--- config.mk ---
export PLATFORM = sky130hd
export DESIGN_NAME = smr_top
export DESIGN_NICKNAME = d
export VERILOG_FILES = /design/src/smr_pkg.sv /design/src/smr_cfg_if.sv /design/src/smr_gate.sv /design/src/smr_top.sv
export SDC_FILE = /design/constraint.sdc
export NUM_CORES = 1
export LEC_CHECK = 0
export BUFFER_PORTS_ARGS = -buffer_cell sky130_fd_sc_hd__buf_2
export CAP_MARGIN = 20
export CORE_UTILIZATION = 45
export DETAILED_ROUTE_END_ITERATION = 6
export MAX_ROUTING_LAYER = met4
export PLACE_DENSITY_LB_ADDON = 0.1
export SLEW_MARGIN = 20
export SYNTH_ARGS = -nofsm -noshare
export SYNTH_HDL_FRONTEND = slang
export SYNTH_SLANG_ARGS = --single-unit
--- constraint.sdc ---
create_clock -name sys_clk_i -period 7.7 [get_ports sys_clk_i]
set_input_delay 1.54 -clock sys_clk_i [delete_from_list [all_inputs] [get_ports sys_clk_i]]
set_output_delay 1.54 -clock sys_clk_i [all_outputs]
set_load 0.01 [all_outputs]
--- src/smr_pkg.sv ---
/*
 Package for the stop-mode recovery block: register offsets, field
 positions, reset values, source codes and timing constants.
 Assumes nothing beyond a SystemVerilog compiler.
*/
package smr_pkg;

   // ----------------------------------------------------------------
   // Register map (bank F, byte offsets as printed)
   // ----------------------------------------------------------------
   localparam logic [7:0] SMR_OFF_CTRL = 8'h0B;
   localparam logic [7:0] SMR_OFF_CTRL2 = 8'h0D;
   localparam logic [3:0] SMR_BANK_F = 4'hF;

   // ----------------------------------------------------------------
   // Field positions
   // ----------------------------------------------------------------
   localparam int SMR_BIT_FLAG = 7;
   localparam int SMR_BIT_LEVEL = 6;
   localparam int SMR_BIT_DELAY = 5;
   localparam int SMR_SRC_LO = 2;
   localparam int SMR_SRC_HI = 4;
   localparam int SMR_BIT_DIV = 0;

   // ----------------------------------------------------------------
   // Reset values
   // ----------------------------------------------------------------
   localparam logic [2:0] SMR_SRC_RST = 3'h0;
   localparam logic SMR_LEVEL_RST = 1'b0;
   localparam logic SMR_DELAY_RST = 1'b0;
   localparam logic SMR_DIV_RST = 1'b0;

   // ----------------------------------------------------------------
   // Source codes
   // ----------------------------------------------------------------
   typedef enum logic [2:0] {
      SMR_SRC_POR = 3'h0,
      SMR_SRC_NAND_P2L = 3'h1,
      SMR_SRC_NAND_P2 = 3'h2,
      SMR_SRC_NOR_P3 = 3'h3,
      SMR_SRC_NAND_P3 = 3'h4,
      SMR_SRC_NOR_P3P0 = 3'h5,
      SMR_SRC_NAND_P3P0 = 3'h6,
      SMR_SRC_NAND_P3P2 = 3'h7
   } smr_src_t;

   // ----------------------------------------------------------------
   // Timing
   // ----------------------------------------------------------------
   localparam int SMR_CLK_MHZ = 40;
   localparam int SMR_RST_DELAY_US = 50;
   localparam int SMR_RST_DELAY_CYC = SMR_RST_DELAY_US * SMR_CLK_MHZ;
   localparam logic [3:0] SMR_DIV_LAST = 4'hF;

endpackage

--- src/smr_cfg_if.sv ---
/*
 Interface carrying one recovery source configuration from the top to
 the wake-gate evaluator.
 Assumes both ends run on sys_clk_i.
*/
`timescale 1ns/100ps
`default_nettype none
interface smr_cfg_if;
   logic [2:0] src;
   logic level;
   logic wake;
   modport ctl (output src, output level, input wake);
   modport gate (input src, input level, output wake);
endinterface
`default_nettype wire

--- src/smr_gate.sv ---
/*
 Evaluates one recovery source: pin group gate, output-pin masking and
 the level XOR stage.
 Assumes pins and direction bits are already synchronised.
*/
`timescale 1ns/100ps
`default_nettype none
module smr_gate (
   smr_cfg_if.gate cfg,
   input wire logic [7:0] p0_i,
   input wire logic [7:0] p2_i,
   input wire logic [3:0] p3_i,
   input wire logic [7:0] p0_out_i,
   input wire logic [7:0] p2_out_i
);
   logic [4:0] grp;
   logic [4:0] use_m;
   logic [7:0] g8;
   logic [7:0] m8;
   logic any_in;
   logic gate_out;
   logic is_nor;

   // ----------------------------------------------------------------
   // Pin set selection
   // ----------------------------------------------------------------
   always_comb begin
      g8 = 8'hFF;
      m8 = 8'h00;
      is_nor = 1'b0;
      grp = {p3_i[3:1], p0_i[0], p0_i[7]};
      use_m = {3'h7, ~p0_out_i[0], ~p0_out_i[7]};
      case (cfg.src)
         smr_pkg::SMR_SRC_NAND_P2L: begin
            g8 = p2_i;
            m8 = {4'h0, ~p2_out_i[3:0]};
         end
         smr_pkg::SMR_SRC_NAND_P2: begin
            g8 = p2_i;
            m8 = ~p2_out_i;
         end
         smr_pkg::SMR_SRC_NOR_P3: begin
            g8 = {5'h1F, p3_i[3:1]};
            m8 = 8'h07;
            is_nor = 1'b1;
         end
         smr_pkg::SMR_SRC_NAND_P3: begin
            g8 = {5'h1F, p3_i[3:1]};
            m8 = 8'h07;
         end
         smr_pkg::SMR_SRC_NOR_P3P0: begin
            g8 = {3'h7, grp};
            m8 = {3'h0, use_m};
            is_nor = 1'b1;
         end
         smr_pkg::SMR_SRC_NAND_P3P0: begin
            g8 = {3'h7, grp};
            m8 = {3'h0, use_m};
         end
         smr_pkg::SMR_SRC_NAND_P3P2: begin
            g8 = {2'h3, p3_i[3:1], p2_i[2:0]};
            m8 = {2'h0, 3'h7, ~p2_out_i[2:0]};
         end
         default: begin
            g8 = 8'hFF;
            m8 = 8'h00;
         end
      endcase
      any_in = |m8;
      if (is_nor) begin
         gate_out = ~|(g8 & m8);
      end else begin
         gate_out = ~&(g8 | ~m8);
      end
   end

   // Level XOR: low level wanted when level bit is 1
   assign cfg.wake = any_in & (gate_out ^ ~cfg.level);

endmodule
`default_nettype wire

--- src/smr_top.sv ---
/*
 Stop-mode recovery block: two bank F control registers, wake source
 selection, recovery flag, post-recovery reset delay and clock divide.
 Assumes a simple one-cycle register port on sys_clk_i and port pins
 arriving asynchronously.
*/
`timescale 1ns/100ps
`default_nettype none
module smr_top #(
   parameter int RST_DELAY_CYC = smr_pkg::SMR_RST_DELAY_CYC
) (
   input wire logic sys_clk_i,
   input wire logic rst_n_i,
   input wire logic [3:0] bank_i,
   input wire logic [7:0] addr_i,
   input wire logic [7:0] wdata_i,
   input wire logic wr_i,
   input wire logic rd_i,
   output logic [7:0] rdata_o,
   input wire logic stop_i,
   input wire logic [7:0] p0_i,
   input wire logic [7:0] p2_i,
   input wire logic [3:0] p3_i,
   input wire logic [7:0] p0_out_i,
   input wire logic [7:0] p2_out_i,
   output logic wake_o,
   output logic recovery_rst_o,
   output logic p1_dir_default_o,
   output logic clk_en_o,
   output logic timer_clock_en_o
);
   localparam int CW = $clog2(RST_DELAY_CYC + 1);

   logic [7:0] p0_s1_q, p0_s2_q, p2_s1_q, p2_s2_q;
   logic [3:0] p3_s1_q, p3_s2_q;
   logic [2:0] src1_q, src2_q;
   logic lvl1_q, lvl2_q, delay_q, div_q, flag_q;
   logic [CW-1:0] dcnt_q;
   logic [3:0] div_cnt_q;
   logic wake_any;
   logic sel1, sel2;

   smr_cfg_if cfg1 ();
   smr_cfg_if cfg2 ();

   typedef enum logic [2:0] {
      SMR_ST_RUN = 3'h1,
      SMR_ST_STOP = 3'h2,
      SMR_ST_DELAY = 3'h4
   } smr_state_t;
   smr_state_t st_q;

   // ----------------------------------------------------------------
   // Pin synchronisers
   // ----------------------------------------------------------------
   always_ff @(posedge sys_clk_i or negedge rst_n_i) begin
      if (!rst_n_i) begin
         p0_s1_q <= 8'hFF;
         p0_s2_q <= 8'hFF;
         p2_s1_q <= 8'hFF;
         p2_s2_q <= 8'hFF;
         p3_s1_q <= 4'hF;
         p3_s2_q <= 4'hF;
      end else begin
         p0_s1_q <= p0_i;
         p0_s2_q <= p0_s1_q;
         p2_s1_q <= p2_i;
         p2_s2_q <= p2_s1_q;
         p3_s1_q <= p3_i;
         p3_s2_q <= p3_s1_q;
      end
   end

   // ----------------------------------------------------------------
   // Address decode
   // ----------------------------------------------------------------
   always_comb begin
      sel1 = 1'b0;
      sel2 = 1'b0;
      if (bank_i == smr_pkg::SMR_BANK_F &&
          addr_i == smr_pkg::SMR_OFF_CTRL) begin
         sel1 = 1'b1;
      end else if (bank_i == smr_pkg::SMR_BANK_F &&
                   addr_i == smr_pkg::SMR_OFF_CTRL2) begin
         sel2 = 1'b1;
      end
   end

   // ----------------------------------------------------------------
   // Primary control register
   // ----------------------------------------------------------------
   always_ff @(posedge sys_clk_i or negedge rst_n_i) begin
      if (!rst_n_i) begin
         lvl1_q <= smr_pkg::SMR_LEVEL_RST;
         delay_q <= smr_pkg::SMR_DELAY_RST;
         src1_q <= smr_pkg::SMR_SRC_RST;
         div_q <= smr_pkg::SMR_DIV_RST;
      end else if (wr_i && sel1) begin
         lvl1_q <= wdata_i[smr_pkg::SMR_BIT_LEVEL];
         delay_q <= wdata_i[smr_pkg::SMR_BIT_DELAY];
         src1_q <= wdata_i[smr_pkg::SMR_SRC_HI:smr_pkg::SMR_SRC_LO];
         div_q <= wdata_i[smr_pkg::SMR_BIT_DIV];
      end
   end

   // ----------------------------------------------------------------
   // Secondary control register, untouched by recovery
   // ----------------------------------------------------------------
   always_ff @(posedge sys_clk_i or negedge rst_n_i) begin
      if (!rst_n_i) begin
         lvl2_q <= smr_pkg::SMR_LEVEL_RST;
         src2_q <= smr_pkg::SMR_SRC_RST;
      end else if (wr_i && sel2) begin
         lvl2_q <= wdata_i[smr_pkg::SMR_BIT_LEVEL];
         src2_q <= wdata_i[smr_pkg::SMR_SRC_HI:smr_pkg::SMR_SRC_LO];
      end
   end

   // ----------------------------------------------------------------
   // Read port: only the flag is visible
   // ----------------------------------------------------------------
   always_ff @(posedge sys_clk_i or negedge rst_n_i) begin
      if (!rst_n_i) begin
         rdata_o <= 8'h00;
      end else if (rd_i && sel1) begin
         rdata_o <= {flag_q, 7'h00};
      end else begin
         rdata_o <= 8'h00;
      end
   end

   // ----------------------------------------------------------------
   // Source evaluators
   // ----------------------------------------------------------------
   assign cfg1.src = src1_q;
   assign cfg1.level = lvl1_q;
   assign cfg2.src = src2_q;
   assign cfg2.level = lvl2_q;

   smr_gate u_gate1 (
      .cfg(cfg1),
      .p0_i(p0_s2_q),
      .p2_i(p2_s2_q),
      .p3_i(p3_s2_q),
      .p0_out_i(p0_out_i),
      .p2_out_i(p2_out_i)
   );

   smr_gate u_gate2 (
      .cfg(cfg2),
      .p0_i(p0_s2_q),
      .p2_i(p2_s2_q),
      .p3_i(p3_s2_q),
      .p0_out_i(p0_out_i),
      .p2_out_i(p2_out_i)
   );

   assign wake_any = cfg1.wake | cfg2.wake;

   // ----------------------------------------------------------------
   // Stop / recovery sequencer
   // ----------------------------------------------------------------
   always_ff @(posedge sys_clk_i or negedge rst_n_i) begin
      if (!rst_n_i) begin
         st_q <= SMR_ST_RUN;
         dcnt_q <= '0;
      end else begin
         case (st_q)
            SMR_ST_RUN: begin
               if (stop_i) begin
                  st_q <= SMR_ST_STOP;
               end
            end
            SMR_ST_STOP: begin
               if (wake_any) begin
                  if (delay_q) begin
                     st_q <= SMR_ST_DELAY;
                     dcnt_q <= CW'(RST_DELAY_CYC - 1);
                  end else begin
                     st_q <= SMR_ST_RUN;
                  end
               end
            end
            SMR_ST_DELAY: begin
               if (dcnt_q == '0) begin
                  st_q <= SMR_ST_RUN;
               end else begin
                  dcnt_q <= dcnt_q - 1'b1;
               end
            end
            default: begin
               st_q <= SMR_ST_RUN;
            end
         endcase
      end
   end

   // Flag only cleared by power-on reset
   always_ff @(posedge sys_clk_i or negedge rst_n_i) begin
      if (!rst_n_i) begin
         flag_q <= 1'b0;
      end else if (st_q == SMR_ST_STOP && wake_any) begin
         flag_q <= 1'b1;
      end
   end

   always_ff @(posedge sys_clk_i or negedge rst_n_i) begin
      if (!rst_n_i) begin
         wake_o <= 1'b0;
         p1_dir_default_o <= 1'b0;
      end else begin
         wake_o <= (st_q == SMR_ST_STOP) && wake_any;
         p1_dir_default_o <= (st_q == SMR_ST_STOP) && wake_any;
      end
   end

   always_ff @(posedge sys_clk_i or negedge rst_n_i) begin
      if (!rst_n_i) begin
         recovery_rst_o <= 1'b0;
      end else begin
         recovery_rst_o <= (st_q == SMR_ST_STOP && wake_any && delay_q) ||
                           (st_q == SMR_ST_DELAY && dcnt_q != '0);
      end
   end

   // ----------------------------------------------------------------
   // Divide-by-16 clock enables
   // ----------------------------------------------------------------
   always_ff @(posedge sys_clk_i or negedge rst_n_i) begin
      if (!rst_n_i) begin
         div_cnt_q <= 4'h0;
      end else begin
         div_cnt_q <= div_cnt_q + 4'h1;
      end
   end

   always_ff @(posedge sys_clk_i or negedge rst_n_i) begin
      if (!rst_n_i) begin
         clk_en_o <= 1'b0;
         timer_clock_en_o <= 1'b0;
      end else begin
         clk_en_o <= (st_q != SMR_ST_STOP) &&
                     (!div_q || div_cnt_q == smr_pkg::SMR_DIV_LAST);
         timer_clock_en_o <= (st_q != SMR_ST_STOP) &&
                     (!div_q || div_cnt_q == smr_pkg::SMR_DIV_LAST);
      end
   end

endmodule
`default_nettype wire

==> results of run 1 <==
-- flip-flops by register name, indices dropped and copies added, names as in the netlist --
| signal | count |
|---|---|
| cfg1.level | 1 |
| cfg1.src | 3 |
| cfg2.level | 1 |
| cfg2.src | 3 |
| dcnt_q | 11 |
| delay_q | 1 |
| div_cnt_q | 4 |
| div_q | 1 |
| flag_q | 1 |
| p0_s1_q | 2 |
| p0_s2_q | 2 |
| p1_dir_default_o | 1 |
| p2_s1_q | 8 |
| p2_s2_q | 8 |
| p3_s1_q | 3 |
| p3_s2_q | 3 |
| rdata_o | 1 |
| recovery_rst_o | 1 |
| st_q | 3 |
| timer_clock_en_o | 1 |
-- metrics by stage --
stage          hold WS, ns  std cells  area [um^2]  power [mW]
2_1_floorplan        0.345        337         3400       0.398
3_3_place_gp         0.346        458         3570       0.425
3_5_place_dp         0.347        458         3570       0.427
4_1_cts              0.354        474         3760       0.701
5_1_grt              0.357        474         3760       0.727
6_report             0.353        474         3760       0.691
-- cell usage after synthesis (3+ instances only) --
cell type	number
mux2_2	8
xor2_1	3
mux2i_1	11
o2bb2ai_1	3
and3b_1	3
nand2b_1	5
or3_1	4
o22ai_1	9
o211ai_1	3
a21oi_1	17
nand4_1	5
o221ai_1	3
a211oi_1	4
a221oi_1	4
a2bb2oi_1	8
buf_4	16
dfrtp_1	32
inv_1	11
nor2b_1	5
buf_6	5
and3_1	3
and2_1	3
clkbuf_1	8
nor2_1	19
o21ai_0	14
o21a_1	5
nand3_1	12
dfstp_2	27
o31a_1	7
nand2_1	17
nand3b_1	5
nor3b_1	4
nor3_1	6
-- kinds of logic (layout without fill, tap and decap cells) --
logic type,count (synthesis),count (layout),synth area share [%]
multiplexers,20,20,6.34
other,1,7,0.111
AO/OA/AOI/OAI,95,95,20.5
adder cells (fa/ha/maj),4,4,1.33
XOR/XNOR,5,5,1.85
flip-flops,59,59,44.8
buffers and inverters,43,81,7.75
AND/OR/NAND/NOR,104,104,17.4
-- cell type report --
class	instances	share of cell area (%)
multi-input cells	235	43.2
repair buffers	53	7.18
clock buffers	13	3.96
clock inverters	3	1.06
inverters	12	1.20
flip-flops and latches	59	40.1
well taps	99	3.29
-- worst max-delay path, delay by kind of cell --
family	cells	cell delay, ns
buffers and inverters	1	0.15
AOI/OAI and AO/OA	5	1.27
and+or+nand+nor	1	0.15
muxes	2	0.72
-- how the worst max path moves through the flow --
stage	cells past startpoint	from	slack [ns]	endpoint
after global placement	9	p2_out_i[0]	3.81	dcnt_q[8]
after CTS	9	p2_out_i[0]	4.07	dcnt_q[8]
after floorplan	10	p2_out_i[2]	4.15	dcnt_q[8]
final	9	p2_out_i[0]	4.09	dcnt_q[2]
after detailed placement	9	p2_out_i[0]	3.73	dcnt_q[8]
after global routing	9	p2_out_i[1]	3.94	dcnt_q[8]
-- per-layer routing --
layer | vias to the layer above | part of all wire (%)
met5 | - | 0
met4 | 0 | 1.1
met3 | 8 | 4.2
met2 | 67 | 43
met1 | 1223 | 51
li1 | 1292 | -
-- where the power goes --
group	internal (mW)	switching [mW]
Combinational	0.0350	0.0372
Clock	0.158	0.111
Sequential	0.333	0.0170
Total	0.526	0.166
==> results by group, run 1 <==
Worst setup path
  – Crit-path max cell delay: 0.44 ns
  – CP endpoint kind: flop
  – CP Max Fanout: 13
  – Reg2reg setup slack: 4.44 ns
  – Crit path kind: input port to flop
  – Critical path launch point type: input port
  – FF-to-FF End: dcnt_q[2]
  – Worst path cell trace: buf_2 -> mux2_2 -> a221oi_1 -> a2bb2oi_1 -> o21ai_0 -> nand3_1 -> mux2i_1 -> a21oi_2 -> o31a_1
  – Critical Path RT: 7.91 ns
  – Crit-path slowest cell: mux2i_1
  – FF-to-FF path depth: 8
  – Worst flop-to-flop path startpoint: cfg1.src[1]
  – Critical Path AT: 3.82 ns

Pwr
  – Power Density: 184 nW/um^2
  – Static leakage: 1.71 nW
  – Max IR drop VDD: 0.109 mV

STA
  – Worst-margin pin slew: 0.817 ns
  – Final Hold Vio Count: 0
  – Final worst slack: 4.09 ns
  – Clock skew: 0.00851 ns
  – Relative slew slack: 44.9%
  – Setup_tns: 0 ns
  – Max Transition Viols Final: 0
  – RSZ-0062 raised after global routing: false
  – Fmax: 277 MHz
  – Final period util: 46.9%
  – Crit path time final: 3.61 ns
  – Final setup viols: 0

Place
  – Final GP Congestion: 0.857
  – Final HPWL DP: 5.02 mm
  – Dpl ws: 3.73 ns
  – Port Buf Inserts: 51

Min path
  – Hold Path Sink: p2_s2_q[3]
  – Worst Hold Class: flop to flop
  – Hold Startpoint: p2_s1_q[3]
  – Hold Path Cell Cnt: 0

Logic synthesis
  – Ranking of synthesized cells by area: dfrtp_1, dfstp_2, buf_4, mux2i_1, mux2_2
  – Yosys reg bits: 59
  – Synth unique cells: 68
  – Ys async rst share: 100%
  – EDFF count, synth: 0
  – Cell area after synthesis: 3370 um^2
  – Ys Warns: 0
  – Area leader, netlist: dfrtp_1
  – Mapped Cells: 331
  – Prevailing post-synth register cell: dfrtp_1
  – Sequential fraction of the synthesis area: 44.8%
  – Area share of the largest cell type after synthesis: 23.7%
  – Avg Inst Size Synth: 10.2 um^2

CTS
  – CTS buffer count: 9
  – CTS Hold Bufs: 0
  – Number of H-tree levels: 3
  – Clk pin slew, worst setup/hold paths: 0.06 ns
  – Root Driver: clkbuf_8
  – Worst-skew pair later-pin latency: 0.32 ns
  – Postcts setup bufs: 0
  – CTS tree: yes
  – Clk buf depth: 2
  – Resized cells post-CTS: 0
  – Clk sinks: 59

Routing
  – Wire per inst: 14.9 um
  – Total length of routed wires: 7.04 mm
  – Residual DRC: 0
  – DR iter-0 viols: 144
  – Vias/cell: 5.46
  – Antenna viol nets, final: 0
  – Drt pass-1 iters: 4
  – Via count: 2590

Global routing
  – Overflow after GRT: 0
  – Pin count of the biggest net entering global routing: 60
  – Gr usage total: 20.0%
  – GR Util met2: 28.5%
  – Grt met3 use: 4.48%
  – Vias in the first global route: 2351
  – Initial antenna violation count: 0
  – Gr busiest metal: met2
  – First-pass GRT wire length: 11.4 mm
  – M1 GR Usage: 28.4%

Floorplan
  – Die Ht: 88.6 um
  – Starting density of the core: 46.5%
  – Die Area: 7850 um^2
  – Io pins: 74
  – Number of core rows: 31
  – Core area: 7250 um^2
  – Die W: 88.6 um

Cells and area
  – Utilization after layout: 51.9%
  – Storage cell area: 1510 um^2
  – Commonest cells after routing, fill and taps aside: buf_2, dfrtp_1, dfstp_2
  – Most common cell after layout, fill and taps aside: buf_2
  – Area of the multi-input gates: 1630 um^2
  – NumNets Final: 433
  – # diodes: 0
  – Fillers: 705
  – Share of cells above drive strength 1: 29.6%
  – Layout Area Growth over Synthesis: 11.5%

Status
  – Status: complete, no violations

Run
  – Max_cap viols: 0
Power figures use the tool's default switching activity.
==> run 2: changes to the inputs <==
==> constraint.sdc (replaced) <==
create_clock -name sys_clk_i -period 3.2 [get_ports sys_clk_i]
set_input_delay 0.64 -clock sys_clk_i [delete_from_list [all_inputs] [get_ports sys_clk_i]]
set_output_delay 0.64 -clock sys_clk_i [all_outputs]
set_load 0.01 [all_outputs]
==> run 2 against run 1 <==
Net effect: clock skew increased by 0.0020 ns; first-iteration DRC count decreased by 4.9%; clock power grew 130%; critical endpoint is now dcnt_q[3]; worst hold slack worse by 0.22 ns; global-route usage up 0.98 points; clock-buffer cell count shrank 1; largest cell class unchanged; cell count increased by 2.3%; critical path depth stayed put.
==> results by group, run 2 (synthesis results as in run 1) <==
STA
  – Crit path time final: 2.80 ns
  – Setup_tns: 0 ns (unchanged)
  – Worst-margin pin slew: 0.704 ns (-0.114 ns)
  – Max Transition Viols Final: 0 (unchanged)
  – Relative slew slack: 53.0% (+8.1 points)
  – Fmax: 357 MHz
  – Final period util: 87.5%
  – Final worst slack: 0.399 ns (-3.69 ns)
  – Clock skew: 0.0105 ns (+0.00198 ns)
  – RSZ-0062 raised after global routing: false
  – Final Hold Vio Count: 0 (unchanged)
  – Final setup viols: 0 (unchanged)

Floorplan
  – Die W: 88.6 um (unchanged)
  – Number of core rows: 31 (unchanged)
  – Die Ht: 88.6 um (unchanged)
  – Die Area: 7850 um^2 (unchanged)
  – Core area: 7250 um^2 (unchanged)
  – Io pins: 74 (unchanged)
  – Starting density of the core: 46.5% (unchanged)

Pwr
  – Switching share of total power: 25.9% (+2.0 points)
  – Clk pwr share: 37.9% (-1.0 points)
  – Final Power: 1.64 mW (+140%)
  – Power Density: 426 nW/um^2 (+130%)
  – Power share of the sequential group: 51.3% (+0.6 points)
  – P_int: 1.21 mW (+130%)
  – Max IR drop VDD: 0.226 mV (+110%)
  – Static leakage: 1.75 nW (+2.1%)
  – Switching power: 0.424 mW (+160%)
  – Combinational cell fraction of total power: 10.8% (+0.4 points)

Cells and area
  – Top reg by flops: dcnt_q
  – Utilization after layout: 53.0% (+1.2 points)
  – # diodes: 0 (unchanged)
  – Layout Area Growth over Synthesis: 14.0%
  – Fin area: 3850 um^2 (+2.2%)
  – Share of cells above drive strength 1: 32.1% (+2.5 points)
  – Biggest regs: dcnt_q (11), p2_s1_q (8), p2_s2_q (8)
  – NumNets Final: 444 (+2.5%)
  – Number of flip-flops in the largest register: 11 (unchanged)
  – Most common cell after layout, fill and taps aside: buf_2
  – Commonest cells after routing, fill and taps aside: buf_2, dfrtp_1, dfstp_2

Place
  – Final GP Congestion: 0.851 (-0.63%)
  – Final HPWL DP: 5.27 mm (+5.0%)
  – Dpl ws: 0.199 ns (-3.53 ns)
  – Placement Cell Area: 3660 um^2 (+2.3%)
  – Port Buf Inserts: 51 (unchanged)

Routing
  – Via count: 2688 (+3.8%)
  – Residual DRC: 0 (unchanged)
  – DR iter-0 viols: 137 (-4.9%)
  – Drt pass-1 iters: 4 (unchanged)
  – Antenna viol nets, final: 0 (unchanged)
  – Wire per inst: 14.8 um (-0.63%)
  – Vias/cell: 5.54 (+1.4%)
  – Total length of routed wires: 7.16 mm (+1.7%)

Global routing
  – Pin count of the biggest net entering global routing: 35 (-42%)
  – Gr usage total: 21.0% (+0.98 points)
  – Overflow after GRT: 0 (unchanged)
  – First-pass GRT wire length: 11.8 mm (+3.6%)
  – Initial antenna violation count: 0 (unchanged)
  – Vias in the first global route: 2404 (+2.3%)

Worst setup path
  – Crit-path max cell delay: 0.66 ns (+0.22 ns)
  – CP Max Fanout: 13 (unchanged)
  – CP endpoint kind: flop
  – Worst path cell trace: buf_4 -> nand3b_1 -> a21oi_1 -> nor4bb_1 -> and4bb_1 -> o32ai_2 -> mux2i_2 -> a21oi_4 -> o31a_1
  – Critical path launch point type: flop
  – Critical Path RT: 3.42 ns (-4.49 ns)
  – Crit-path slowest cell: dfrtp_1
  – Critical Path AT: 3.02 ns (-0.80 ns)
  – Crit path kind: flop to flop

CTS
  – Number of H-tree levels: 3 (unchanged)
  – Resized cells post-CTS: 0 (unchanged)
  – Postcts setup bufs: 0 (unchanged)
  – CTS Hold Bufs: 0 (unchanged)
  – Root Driver: clkbuf_8
  – Worst-skew pair later-pin latency: 0.34 ns (+0.02 ns)
  – CTS tree: yes
  – Clk pin slew, worst setup/hold paths: 0.07 ns (about the same)
  – Clk buf depth: 2 (unchanged)
  – CTS buffer count: 9 (unchanged)
  – Clk sinks: 59 (unchanged)

Min path
  – Worst Hold Class: input port to async pin

Status
  – Status: complete, no violations

Run
  – Max_cap viols: 0 (unchanged)
-- run 2: layer usage --
layer	track usage, %	share of wire, %
met1	29.2	48
met2	29.5	44
met3	5.32	6.5
met4	7.33	1.8
met5	-	0
-- run 2: cell type report --
class                           count  area (um^2)
Tap cell                           99          124
Inverter                           12         45.0
Clock inverter                      4         25.0
Sequential cell                    59         1510
Timing Repair Buffer               64          353
Multi-Input combinational cell    235         1630
Clock buffer                       12          156
Fill cell                         684         3410
-- run 2: path summary, 6_finish.rpt --
kind / from / end / slack, ns / cells after the start
max in group asynchronous: rst_n_i / p0_s1_q[7] / 2.36 / 2
worst min-delay path: rst_n_i / rdata_o[7] / 0.13 / 1
min in group sys_clk_i: p2_s1_q[5] / p2_s2_q[5] / 0.36 / 0
worst max-delay path: cfg2.src[2] / dcnt_q[3] / 0.40 / 9
worst max register to register: cfg2.src[2] / dcnt_q[3] / 0.40 / 9
worst min register to register: p2_s1_q[5] / p2_s2_q[5] / 0.36 / 0
-- run 2: critical path: cells and delay by family, from the launching register on --
family	cells	cell delay (ns)
flip-flops	1	0.66
AND/OR/NAND/NOR	3	0.64
multiplexers	1	0.40
buffers and inverters	1	0.24
AO/OA/AOI/OAI	4	0.73
-- run 2: power groups by stage --
stage / Combinational (mW) / Clock (mW) / Sequential, mW
2_1_floorplan: 0.117 / 0 / 0.841
3_3_place_gp: 0.174 / 0 / 0.851
3_5_place_dp: 0.177 / 0 / 0.851
4_1_cts: 0.178 / 0.641 / 0.839
5_1_grt: 0.201 / 0.678 / 0.847
6_report: 0.177 / 0.621 / 0.840
-- run 2: through the flow --
step / hold WS, ns / instances
4_1_cts: 0.122 / 485
5_1_grt: 0.116 / 485
2_1_floorplan: 0.344 / 337
3_5_place_dp: 0.347 / 469
6_report: 0.131 / 485
3_3_place_gp: 0.346 / 469
